==> config.mk <==
export PLATFORM = sky130hd
export DESIGN_NAME = fdci_drive_flat
export DESIGN_NICKNAME = d
export VERILOG_FILES = /design/src/design/fdci_pkg.sv /design/src/design/fdci_if.sv /design/src/design/fdci_drive.sv /design/src/flat_wrapper.sv
export SDC_FILE = /design/constraint.sdc
export NUM_CORES = 1
export LEC_CHECK = 0
export BUFFER_PORTS_ARGS = -buffer_cell sky130_fd_sc_hd__buf_4
export CAP_MARGIN = 20
export CORE_ASPECT_RATIO = 1.1
export CORE_MARGIN = 10
export CORE_UTILIZATION = 58
export CTS_BUF_LIST = sky130_fd_sc_hd__clkbuf_8
export DETAILED_ROUTE_END_ITERATION = 8
export GPL_TIMING_DRIVEN = 0
export PLACE_DENSITY = 0.79
export SETUP_SLACK_MARGIN = 0.3
export SYNTH_ARGS = -nofsm -noshare
export SYNTH_HDL_FRONTEND = slang
export SYNTH_SLANG_ARGS = --single-unit
==> constraint.sdc <==
create_clock -name clk_sys -period 2.5 [get_ports clk_sys]
set_clock_uncertainty 0.1 [all_clocks]
set_input_delay 0 -clock clk_sys [delete_from_list [all_inputs] [get_ports clk_sys]]
set_output_delay 0 -clock clk_sys [all_outputs]
set_load 0.02 [all_outputs]
==> src/design/fdci_pkg.sv <==
// Shared constants for the drive control link: timing, track range, idle levels.
// Assumes a single 50 MHz system clock at both ends of the link.
package fdci_pkg;

  // System clock
  localparam int CLK_MHZ = 50;

  // Select to valid, ns
  localparam int SEL_VALID_NS  = 500;
  localparam int SEL_VALID_CYC = (SEL_VALID_NS * CLK_MHZ) / 1000;

  // Spindle spin-up, ms
  localparam int SPIN_UP_MS  = 480;
  localparam int SPIN_UP_CYC = SPIN_UP_MS * CLK_MHZ * 1000;

  // Step pulse low width and direction setup, ns
  localparam int STEP_LOW_NS  = 800;
  localparam int STEP_LOW_CYC = (STEP_LOW_NS * CLK_MHZ + 999) / 1000;

  // Seek and settle, ms
  localparam int SEEK_MS  = 18;
  localparam int SEEK_CYC = SEEK_MS * CLK_MHZ * 1000;

  // Step spacing, ms
  localparam int STEP_SAME_MS  = 3;
  localparam int STEP_SAME_CYC = STEP_SAME_MS * CLK_MHZ * 1000;
  localparam int STEP_REV_MS   = 4;
  localparam int STEP_REV_CYC  = STEP_REV_MS * CLK_MHZ * 1000;

  // Head side settle, us
  localparam int SIDE_SETTLE_US  = 100;
  localparam int SIDE_SETTLE_CYC = SIDE_SETTLE_US * CLK_MHZ;

  // Quiet time after write gate drops, us
  localparam int WG_HOLD_US  = 650;
  localparam int WG_HOLD_CYC = WG_HOLD_US * CLK_MHZ;

  // Write data pulse low width, ns
  localparam int WD_LOW_MIN_NS  = 100;
  localparam int WD_LOW_MAX_NS  = 1100;
  localparam int WD_LOW_CYC     = (WD_LOW_MIN_NS * CLK_MHZ + 999) / 1000;
  localparam int WD_LOW_MAX_CYC = (WD_LOW_MAX_NS * CLK_MHZ) / 1000;

  // Track-zero valid after step, us
  localparam int TZ_VALID_US = 2800;

  // Track range
  localparam int               TRACK_W    = 7;
  localparam int               LAST_TRACK = 81;
  localparam logic [TRACK_W-1:0] TRACK_RST = 7'h00;

  // Idle levels of synchronised host pins {sel,motor,dir,step,gate,wdata,side}
  localparam int       DRV_IN_W   = 7;
  localparam logic [6:0] DRV_IN_IDLE = 7'h7f;
  // Idle levels of synchronised drive pins {trackZero,writeProt,diskChg}
  localparam int       HOST_IN_W   = 3;
  localparam logic [2:0] HOST_IN_IDLE = 3'h7;

endpackage

==> src/design/fdci_if.sv <==
// Link between host controller and drive: host pins plus open-collector returns.
// The wire level of each open-collector line is resolved here, pulled high when idle.
`timescale 1ns/1ns
`default_nettype none
interface fdci_if;
  logic unitSel_n;
  logic motorOn_n;
  logic stepOut;
  logic step_n;
  logic writeGate_n;
  logic writeData_n;
  logic sideZero;
  logic trackZeroOut;
  logic trackZeroOe;
  logic writeProtOut;
  logic writeProtOe;
  logic diskChgOut;
  logic diskChgOe;
  wire  trackZero_n;
  wire  writeProt_n;
  wire  diskChg_n;

  // Pull-up unless the drive sinks the line
  assign trackZero_n = trackZeroOe ? trackZeroOut : 1'b1;
  assign writeProt_n = writeProtOe ? writeProtOut : 1'b1;
  assign diskChg_n   = diskChgOe   ? diskChgOut   : 1'b1;

  modport drive (
    input  unitSel_n, motorOn_n, stepOut, step_n, writeGate_n, writeData_n, sideZero,
    output trackZeroOut, trackZeroOe, writeProtOut, writeProtOe, diskChgOut, diskChgOe
  );
  modport host (
    output unitSel_n, motorOn_n, stepOut, step_n, writeGate_n, writeData_n, sideZero,
    input  trackZero_n, writeProt_n, diskChg_n
  );
endinterface
`default_nettype wire

==> src/design/fdci_drive.sv <==
// Drive end of the control link: select, spindle, stepping, write gate, write data.
// Assumes host pins arrive asynchronously; disk sensors come from logic on clk_sys.
`timescale 1ns/1ns
`default_nettype none
module fdci_drive
  import fdci_pkg::*;
#(
  parameter int MOTOR_CYC = SPIN_UP_CYC,
  parameter int SEEK_TIME = SEEK_CYC,
  parameter int SIDE_TIME = SIDE_SETTLE_CYC,
  parameter int HOLD_TIME = WG_HOLD_CYC,
  parameter int MAX_TRACK = LAST_TRACK
) (
  input  wire logic               clk_sys,
  input  wire logic               rst,
  fdci_if.drive                   link,
  input  wire logic               diskPresent,
  input  wire logic               diskWriteInhibit,
  output logic                    selected,
  output logic                    spindleAtSpeed,
  output logic [TRACK_W-1:0]      headTrack,
  output logic                    headMoving,
  output logic                    stepAccepted,
  output logic                    writeMode,
  output logic                    bitEvent,
  output logic                    upperSide,
  output logic                    readValid,
  output logic                    diskChanged
);

  localparam int MOT_W  = $clog2(MOTOR_CYC + 1);
  localparam int SEEK_W = $clog2(SEEK_TIME + 1);
  localparam int SIDE_W = $clog2(SIDE_TIME + 1);
  localparam int HOLD_W = $clog2(HOLD_TIME + 1);

  logic [DRV_IN_W-1:0] pinRaw;
  logic [DRV_IN_W-1:0] pinMeta;
  logic [DRV_IN_W-1:0] pinSync;
  logic                selNow;
  logic                motorNow;
  logic                dirOutNow;
  logic                stepLvl;
  logic                gateNow;
  logic                wdLvl;
  logic                sideNow;
  logic                stepPrev;
  logic                wdPrev;
  logic                sidePrev;
  logic                gatePrev;
  logic                diskPrev;
  logic                stepEdge;
  logic                stepIgnore;
  logic                atZero;
  logic                trackZeroFlag;
  logic [MOT_W-1:0]    motorCnt;
  logic [SEEK_W-1:0]   seekCnt;
  logic [SIDE_W-1:0]   sideCnt;
  logic [HOLD_W-1:0]   holdCnt;

  assign pinRaw = {link.unitSel_n, link.motorOn_n, link.stepOut, link.step_n,
                   link.writeGate_n, link.writeData_n, link.sideZero};

  // Two-stage synchroniser per pin
  for (genvar i = 0; i < DRV_IN_W; i++) begin : g_sync
    always_ff @(posedge clk_sys) begin
      if (rst) begin
        pinMeta[i] <= DRV_IN_IDLE[i];
        pinSync[i] <= DRV_IN_IDLE[i];
      end else begin
        pinMeta[i] <= pinRaw[i];
        pinSync[i] <= pinMeta[i];
      end
    end
  end

  assign selNow    = ~pinSync[6];
  assign motorNow  = ~pinSync[5];
  assign dirOutNow = pinSync[4];
  assign stepLvl   = pinSync[3];
  assign gateNow   = ~pinSync[2];
  assign wdLvl     = pinSync[1];
  assign sideNow   = pinSync[0];

  always_ff @(posedge clk_sys) begin
    if (rst) begin
      stepPrev <= 1'b1;
      wdPrev   <= 1'b1;
      sidePrev <= 1'b1;
      gatePrev <= 1'b0;
      diskPrev <= 1'b0;
    end else begin
      stepPrev <= stepLvl;
      wdPrev   <= wdLvl;
      sidePrev <= sideNow;
      gatePrev <= gateNow;
      diskPrev <= diskPresent;
    end
  end

  assign atZero   = (headTrack == TRACK_RST);
  // Trailing edge of step is the rising edge of the low pulse
  assign stepEdge = selNow & stepLvl & ~stepPrev;
  assign stepIgnore = (gateNow & ~diskWriteInhibit)
                    | (atZero & dirOutNow)
                    | (~dirOutNow & (headTrack == TRACK_W'(MAX_TRACK)));

  always_ff @(posedge clk_sys) begin
    if (rst) begin
      selected <= 1'b0;
    end else begin
      selected <= selNow;
    end
  end

  // Spindle runs on motor request alone, select not needed
  always_ff @(posedge clk_sys) begin
    if (rst) begin
      motorCnt       <= '0;
      spindleAtSpeed <= 1'b0;
    end else if (!motorNow) begin
      motorCnt       <= '0;
      spindleAtSpeed <= 1'b0;
    end else if (motorCnt == MOT_W'(MOTOR_CYC)) begin
      spindleAtSpeed <= 1'b1;
    end else begin
      motorCnt <= motorCnt + 1'b1;
    end
  end

  // Head position, one track per accepted step
  always_ff @(posedge clk_sys) begin
    if (rst) begin
      headTrack    <= TRACK_RST;
      stepAccepted <= 1'b0;
    end else begin
      stepAccepted <= stepEdge & ~stepIgnore;
      if (stepEdge && !stepIgnore) begin
        if (dirOutNow) begin
          headTrack <= headTrack - 1'b1;
        end else begin
          headTrack <= headTrack + 1'b1;
        end
      end
    end
  end

  // Seek and settle timer from trailing edge
  always_ff @(posedge clk_sys) begin
    if (rst) begin
      seekCnt <= '0;
    end else if (stepEdge && !stepIgnore) begin
      seekCnt <= SEEK_W'(SEEK_TIME);
    end else if (seekCnt != '0) begin
      seekCnt <= seekCnt - 1'b1;
    end
  end

  assign headMoving = (seekCnt != '0);

  // Track position updates at the step; the indication is registered from it, so it trails the move by a cycle
  always_ff @(posedge clk_sys) begin
    if (rst) begin
      trackZeroFlag <= 1'b1;
    end else begin
      trackZeroFlag <= atZero;
    end
  end

  // Write mode and write data edge
  always_ff @(posedge clk_sys) begin
    if (rst) begin
      writeMode <= 1'b0;
      bitEvent  <= 1'b0;
    end else begin
      writeMode <= selNow & gateNow & ~diskWriteInhibit;
      bitEvent  <= selNow & gateNow & ~diskWriteInhibit & wdPrev & ~wdLvl;
    end
  end

  // Side select and read settle timers
  always_ff @(posedge clk_sys) begin
    if (rst) begin
      upperSide <= 1'b0;
      sideCnt   <= '0;
    end else begin
      upperSide <= ~sideNow;
      if (sideNow != sidePrev) begin
        sideCnt <= SIDE_W'(SIDE_TIME);
      end else if (sideCnt != '0) begin
        sideCnt <= sideCnt - 1'b1;
      end
    end
  end

  always_ff @(posedge clk_sys) begin
    if (rst) begin
      holdCnt <= '0;
    end else if (gatePrev && !gateNow) begin
      holdCnt <= HOLD_W'(HOLD_TIME);
    end else if (holdCnt != '0) begin
      holdCnt <= holdCnt - 1'b1;
    end
  end

  always_ff @(posedge clk_sys) begin
    if (rst) begin
      readValid <= 1'b0;
    end else begin
      readValid <= selNow & spindleAtSpeed & ~gateNow & (seekCnt == '0)
                 & (sideCnt == '0) & (holdCnt == '0);
    end
  end

  // Disk change: removal sets and wins over a clearing step
  always_ff @(posedge clk_sys) begin
    if (rst) begin
      diskChanged <= 1'b1;
    end else if (diskPrev && !diskPresent) begin
      diskChanged <= 1'b1;
    end else if (diskPresent && stepEdge) begin
      diskChanged <= 1'b0;
    end
  end

  // Open-collector returns sink only while selected
  always_ff @(posedge clk_sys) begin
    if (rst) begin
      link.trackZeroOe <= 1'b0;
      link.writeProtOe <= 1'b0;
      link.diskChgOe   <= 1'b0;
    end else begin
      link.trackZeroOe <= selNow & trackZeroFlag;
      link.writeProtOe <= selNow & diskWriteInhibit;
      link.diskChgOe   <= selNow & diskChanged;
    end
  end

  assign link.trackZeroOut = 1'b0;
  assign link.writeProtOut = 1'b0;
  assign link.diskChgOut   = 1'b0;

endmodule
`default_nettype wire

==> src/flat_wrapper.sv <==
// flat-port wrapper written by rule: the top's interface ports become plain ports
module fdci_drive_flat import fdci_pkg::*;
#(
  parameter int MOTOR_CYC = SPIN_UP_CYC,
  parameter int SEEK_TIME = SEEK_CYC,
  parameter int SIDE_TIME = SIDE_SETTLE_CYC,
  parameter int HOLD_TIME = WG_HOLD_CYC,
  parameter int MAX_TRACK = LAST_TRACK
)
  (clk_sys, rst, diskPresent, diskWriteInhibit, selected, spindleAtSpeed, headTrack, headMoving, stepAccepted, writeMode, bitEvent, upperSide, readValid, diskChanged, link_unitSel_n, link_motorOn_n, link_stepOut, link_step_n, link_writeGate_n, link_writeData_n, link_sideZero, link_trackZeroOut, link_trackZeroOe, link_writeProtOut, link_writeProtOe, link_diskChgOut, link_diskChgOe);
  fdci_if link_i ();
  input  wire logic clk_sys;
  input  wire logic rst;
  input  wire logic diskPresent;
  input  wire logic diskWriteInhibit;
  output logic selected;
  output logic spindleAtSpeed;
  output logic [TRACK_W-1:0] headTrack;
  output logic headMoving;
  output logic stepAccepted;
  output logic writeMode;
  output logic bitEvent;
  output logic upperSide;
  output logic readValid;
  output logic diskChanged;
  input wire logic [$bits(link_i.unitSel_n)-1:0] link_unitSel_n;
  input wire logic [$bits(link_i.motorOn_n)-1:0] link_motorOn_n;
  input wire logic [$bits(link_i.stepOut)-1:0] link_stepOut;
  input wire logic [$bits(link_i.step_n)-1:0] link_step_n;
  input wire logic [$bits(link_i.writeGate_n)-1:0] link_writeGate_n;
  input wire logic [$bits(link_i.writeData_n)-1:0] link_writeData_n;
  input wire logic [$bits(link_i.sideZero)-1:0] link_sideZero;
  output wire logic [$bits(link_i.trackZeroOut)-1:0] link_trackZeroOut;
  output wire logic [$bits(link_i.trackZeroOe)-1:0] link_trackZeroOe;
  output wire logic [$bits(link_i.writeProtOut)-1:0] link_writeProtOut;
  output wire logic [$bits(link_i.writeProtOe)-1:0] link_writeProtOe;
  output wire logic [$bits(link_i.diskChgOut)-1:0] link_diskChgOut;
  output wire logic [$bits(link_i.diskChgOe)-1:0] link_diskChgOe;
  assign link_i.unitSel_n = link_unitSel_n;
  assign link_i.motorOn_n = link_motorOn_n;
  assign link_i.stepOut = link_stepOut;
  assign link_i.step_n = link_step_n;
  assign link_i.writeGate_n = link_writeGate_n;
  assign link_i.writeData_n = link_writeData_n;
  assign link_i.sideZero = link_sideZero;
  assign link_trackZeroOut = link_i.trackZeroOut;
  assign link_trackZeroOe = link_i.trackZeroOe;
  assign link_writeProtOut = link_i.writeProtOut;
  assign link_writeProtOe = link_i.writeProtOe;
  assign link_diskChgOut = link_i.diskChgOut;
  assign link_diskChgOe = link_i.diskChgOe;
  fdci_drive #(.MOTOR_CYC(MOTOR_CYC), .SEEK_TIME(SEEK_TIME), .SIDE_TIME(SIDE_TIME), .HOLD_TIME(HOLD_TIME), .MAX_TRACK(MAX_TRACK)) u_core (.clk_sys(clk_sys), .rst(rst), .link(link_i), .diskPresent(diskPresent), .diskWriteInhibit(diskWriteInhibit), .selected(selected), .spindleAtSpeed(spindleAtSpeed), .headTrack(headTrack), .headMoving(headMoving), .stepAccepted(stepAccepted), .writeMode(writeMode), .bitEvent(bitEvent), .upperSide(upperSide), .readValid(readValid), .diskChanged(diskChanged));
endmodule
---- Yosys cells after proc, flatten, opt, wreduce, memory -nomap -nowiden ----
Index checks and enable logic that the tools add are counted.
word-level totals
  input port bits ......................... 11
  output and inout port bits .............. 22
  register bits after elaboration ......... 111
  word-level logic and storage cells ...... 104
operators by class
  mux-type cells .......................... 7
  reductions and logical operators ........ 21
  add/sub/neg operators ................... 6
  bitwise logic cells ..................... 28
  equality and inequality tests ........... 3
operators with widths
  kind                                                number
  two-way mux 20 bit                                  2
  two-way mux 15 bit                                  2
  two-way mux 13 bit                                  2
  adder 25 x 1 -> 25 bit, second input constant       1
  equality test 25 bit, second input constant         1
  logical NOT 20 bit                                  1
  nonzero test 20 bit                                 1
  subtractor 20 x 1 -> 20 bit, second input constant  1
  bitwise AND 1 bit                                   18
  logical NOT 15 bit                                  1
  nonzero test 15 bit                                 1
  subtractor 15 x 1 -> 15 bit, second input constant  1
  logical NOT 13 bit                                  1
  nonzero test 13 bit                                 1
  subtractor 13 x 1 -> 13 bit, second input constant  1
  OR reduction 2 bit                                  5
  inverter 1 bit                                      8
  adder 7 x 1 -> 7 bit, second input constant         1
  equality test 7 bit, second input constant          1
  logical NOT 7 bit                                   1
  two-way mux 7 bit                                   1
  subtractor 7 x 1 -> 7 bit, second input constant    1
  nonzero test 2 bit                                  3
  logical AND 1 bit                                   4
  3 further kinds                                     5

---- Logic depth before layout (Yosys ltp) ----
  depth after elaboration ................. 7
  depth in mapped cells ................... 8
  gate-level depth less buffers ........... 8

---- Least setup slack after synthesis ----
No wires, ideal clock.
  kind .................................... register to register
  start ................................... register u_core.seekCnt[11]
  end ..................................... register u_core.seekCnt[18]
  setup time .............................. 118 ps
  cell stages (with the launch flop) ...... 8
  clock period less this slack ............ 2155 ps
  path buffers ............................ 2
  data arrival time ....................... 1936 ps
  required time ........................... 2282 ps
  slack ................................... 345 ps
  cell sequence ........................... dfxtp_1 or4_1 buf_6 or4_4 buf_6 nand4_2 xor2_1 a21oi_1
between the ends
  cells in the longest elaborated chain, start to end .. 3
  elaborated cells on any way between the ends .. 5
  those cells by class .................... 1 x add/sub; 2 x mux; 2 x reduce/logical
ends and longest elaborated chain
  what                         line               text
  start: declaration           fdci_drive.sv:56   logic [SEEK_W-1:0] seekCnt;
  start signal: assignment     fdci_drive.sv:152  seekCnt <= SEEK_W'(SEEK_TIME);
  start signal: assignment     fdci_drive.sv:154  seekCnt <= seekCnt - 1'b1;
  subtractor 20 x 1 -> 20 bit  fdci_drive.sv:154
  two-way mux 20 bit           fdci_drive.sv:153  end else if (seekCnt != '0) begin
  two-way mux 20 bit           fdci_drive.sv:151  end else if (stepEdge && !stepIgnore) begin
Parallel ways exist; a longest one is shown, timed or not. The select of a mux whose other input is x is not followed.
A chain may end at the register's enable or synchronous reset.

---- Final worst setup path ----
  start ................................... register u_core.seekCnt[0]
  end ..................................... output port headMoving
between the ends
  cells in the longest elaborated chain, start to end .. 1
ends and longest elaborated chain
  what                 line                text
  nonzero test 20 bit  fdci_drive.sv:158   assign headMoving = (seekCnt != '0);
  end: declaration     flat_wrapper.sv:19  output logic headMoving;
Every way passes these cells.

==> impl_metrics.json <==
{
  "status": "completed",
  "tightestPinTransition_ps": 615,
  "ir_worst_vdd_mv": 0.372,
  "p_leak_nw": 2.26,
  "grt_pass1_wl_mm": 18.1,
  "drtAntennaViolNets": 0,
  "slew_headroom_pct": 59.0,
  "portBuffers": 29,
  "rsz0062_at_grt": "true",
  "crit_chain": "inv_2 -> ha_1 -> or3b_4 -> buf_6 -> nor4_4 -> and2_4 -> inv_4 -> buf_6",
  "fp-row-count": 35,
  "via_count": 4042,
  "drive_above_1_share_pct": 20.0,
  "synth_area_leader_cell": "dfxtp_1",
  "start_util_pct": 59.2,
  "drc": 0,
  "worstPathArrival_ps": 2090,
  "crit_fanout": 5,
  "clkTransAtPathRegs_ps": 100,
  "power.density_nw_per_um2": 964,
  "worstPathRequired_ps": 2400,
  "wl_per_cell_um": 14.8,
  "finalHoldViolations": 0,
  "cts_tree": "yes",
  "synth_compound_area_share_pct": 8.62,
  "vias_per_cell": 5.52,
  "period_minus_slack_ps": 2190,
  "dr.pass1.iters": 4,
  "synth.avg_cell_area_sq_um": 9.02,
  "final_cell_mix": "dfxtp_1 (104), nor2_1 (69), buf_4 (44), a21oi_1 (36), xor2_1 (31)",
  "yosys_warnings": 0,
  "async_reset_ff_share_pct": 0,
  "worstSetupPathType": "register to primary output",
  "synthAdderAreaFrac_pct": 3.18,
  "synth-main-ff-cell": "dfxtp_1",
  "drt-total-wl_mm": 10.8,
  "setup_violations": 0,
  "cp-end-kind": "primary output",
  "syn_area_sq_um": 4950,
  "place_hpwl_mm": 7.18,
  "place_congestion": 0.902,
  "ys_types": 57,
  "die_height_um": 117,
  "seq_area_sq_um": 2230,
  "synth_edf_count": 0,
  "synth.top_cell.area_share_pct": 44.9,
  "total_power_w": 0.00562,
  "fmax_mhz": 457,
  "synthCells": 549,
  "cts_max_path_buffers": 2,
  "critPathSlowestCell": "or3b_4",
  "track_usage_pct": 17.2,
  "path_common_cell": "buf_6",
  "worst_path_largest_cell_delay_ps": 380,
  "grt_start_max_net_pins": 17,
  "layout.cells.most_common": "dfxtp_1",
  "worst_setup_path_start_kind": "register",
  "ys_seq_area_share_pct": 44.9,
  "yosys_register_bits": 111,
  "n_antenna_cell": 0,
  "clkSinkCount": 111,
  "finalSetupTns_ps": 0,
  "synth_xor_area_share_pct": 10.3,
  "synth-simple-area-share_pct": 27.3,
  "coreArea_sq_um": 8360,
  "final_core_util_pct": 69.6,
  "grt_overflow": 0,
  "synth_mux_area_share_pct": 1.24,
  "cts_max_level": 3,
  "die_area_sq_um": 12600,
  "cts_buffers": 9,
  "n_fill_cell": 631,
  "synth_area_leaders": "dfxtp_1 (45%), xor2_1 (5.8%), nor2_1 (5.2%), xnor2_1 (4.4%), a21oi_1 (3.7%)",
  "initialDrtViolationCount": 196,
  "cts_root_buf": "clkbuf_8",
  "worstHoldPathType": "input port to register",
  "multi_input_area_sq_um": 2630,
  "synth_top_family_by_area": "simple AND/OR/NAND/NOR gates",
  "antenna_found_initial": 0,
  "period_share_pct": 87.5,
  "slew_violations": 0,
  "synthToLayoutAreaGrowth_pct": 17.6,
  "clock_latency_ps": 360,
  "nNetsFinal": 639,
  "dieWidth_um": 108,
  "maxCapViolations": 0,
  "ioPinCount": 33,
  "grt_pass1_vias": 3984
}
## Yosys cell counts, types with 3 or more instances
library cell  number
a211oi_1           4
nand2_1           29
a31oi_1            6
buf_4              3
nand3_2            4
or4_1             12
and2_1             5
inv_1             18
nand2b_1           5
nor2b_1            4
and3_1             7
buf_6              7
o21ai_0           10
nor2_1            69
clkbuf_1          12
xor2_1            33
xnor2_1           25
or2_2             20
ha_1              11
nor3b_1            3
nand4_1           14
a21oi_1           37
or3_1             11
dfxtp_1          111
o41ai_1            3
nor4_1            15
mux2i_1            5
nand3_1           17
nor3_1            17
## power by group
part           leakage (nW)  switching (W)  total (W)  internal, W
clock network        0.0926       0.000565   0.000913     0.000348
logic                  1.26        0.00128    0.00238      0.00110
registers             0.909       0.000270    0.00232      0.00205
total                  2.26        0.00211    0.00562      0.00350
## state kept, by name, summed over array words and instances (netlist names), 3 cells and up
name	flops
u_core.headTrack	7
u_core.holdCnt	15
u_core.motorCnt	25
u_core.pinMeta	7
u_core.pinSync	3
u_core.seekCnt	20
u_core.sideCnt	13
## critical path, delay by kind of cell, from the launching register on
family                   cells  cell delay (ps)
AND/OR/NAND/NOR              3              890
flip-flops                   1              340
adder cells (fa/ha/maj)      1              140
buffers and inverters        4              360
## area by class of cell
type | count | share of cell area, %
tap | 111 | 2.38
clock buffer | 9 | 2.13
sequential | 111 | 38.3
multi-input combinational | 399 | 45.2
inverter | 18 | 1.20
buffer | 23 | 2.62
clock inverter | 7 | 0.580
timing repair buffer | 54 | 7.56
## through the flow
| stage | hold WS [ps] | setup slack, ps | cell area (sq um) | instances |
|---|---|---|---|---|
| 2_1_floorplan | -15.2 | 345 | 4960 | 551 |
| 3_3_place_gp | 86.2 | 201 | 5320 | 691 |
| 3_5_place_dp | 86.7 | 176 | 5320 | 691 |
| 4_1_cts | 258 | 298 | 5680 | 724 |
| 5_1_grt | 281 | 247 | 5820 | 732 |
| 6_report | 270 | 311 | 5820 | 732 |
## metal layers
layer	global-route usage (%)	share of wire, %	vias to the layer above
li1	-	-	2042
met1	20.6	45	1894
met2	29.9	50	87
met3	3.12	3.6	19
met4	6.42	2.1	0
met5	0	0	-
## path summary, 6_finish.rpt
| kind | to | slack (ps) | startpoint | depth (start not counted) |
|---|---|---|---|---|
| setup / recovery | headMoving | 310 | u_core.seekCnt[0] | 8 |
| hold / removal | u_core.pinMeta[3] | 270 | link_step_n | 3 |
| setup reg to reg | u_core.seekCnt[9] | 320 | u_core.seekCnt[0] | 10 |
| hold reg to reg | u_core.pinSync[6] | 320 | u_core.pinMeta[6] | 1 |
## what timing repair did
item                                    in CTS  in global routing
endpoints found under the setup margin      19                 33
gates resized for setup                     12                 25
endpoints found under the hold margin       16                  0
buffers inserted                             6                  8
pin swaps                                    3                  3
hold buffers                                11                  0
## kinds of logic (layout without fill, tap and decap cells)
logic type      Yosys count  in the layout
simple gates            248            248
flops                   111            111
compound gates           72             72
xor+xnor                 58             58
buf+inv                  41            111
fa+ha+maj                12             12
mux                       6              6
other cells               1              3
(Power assumes the default switching activity.)
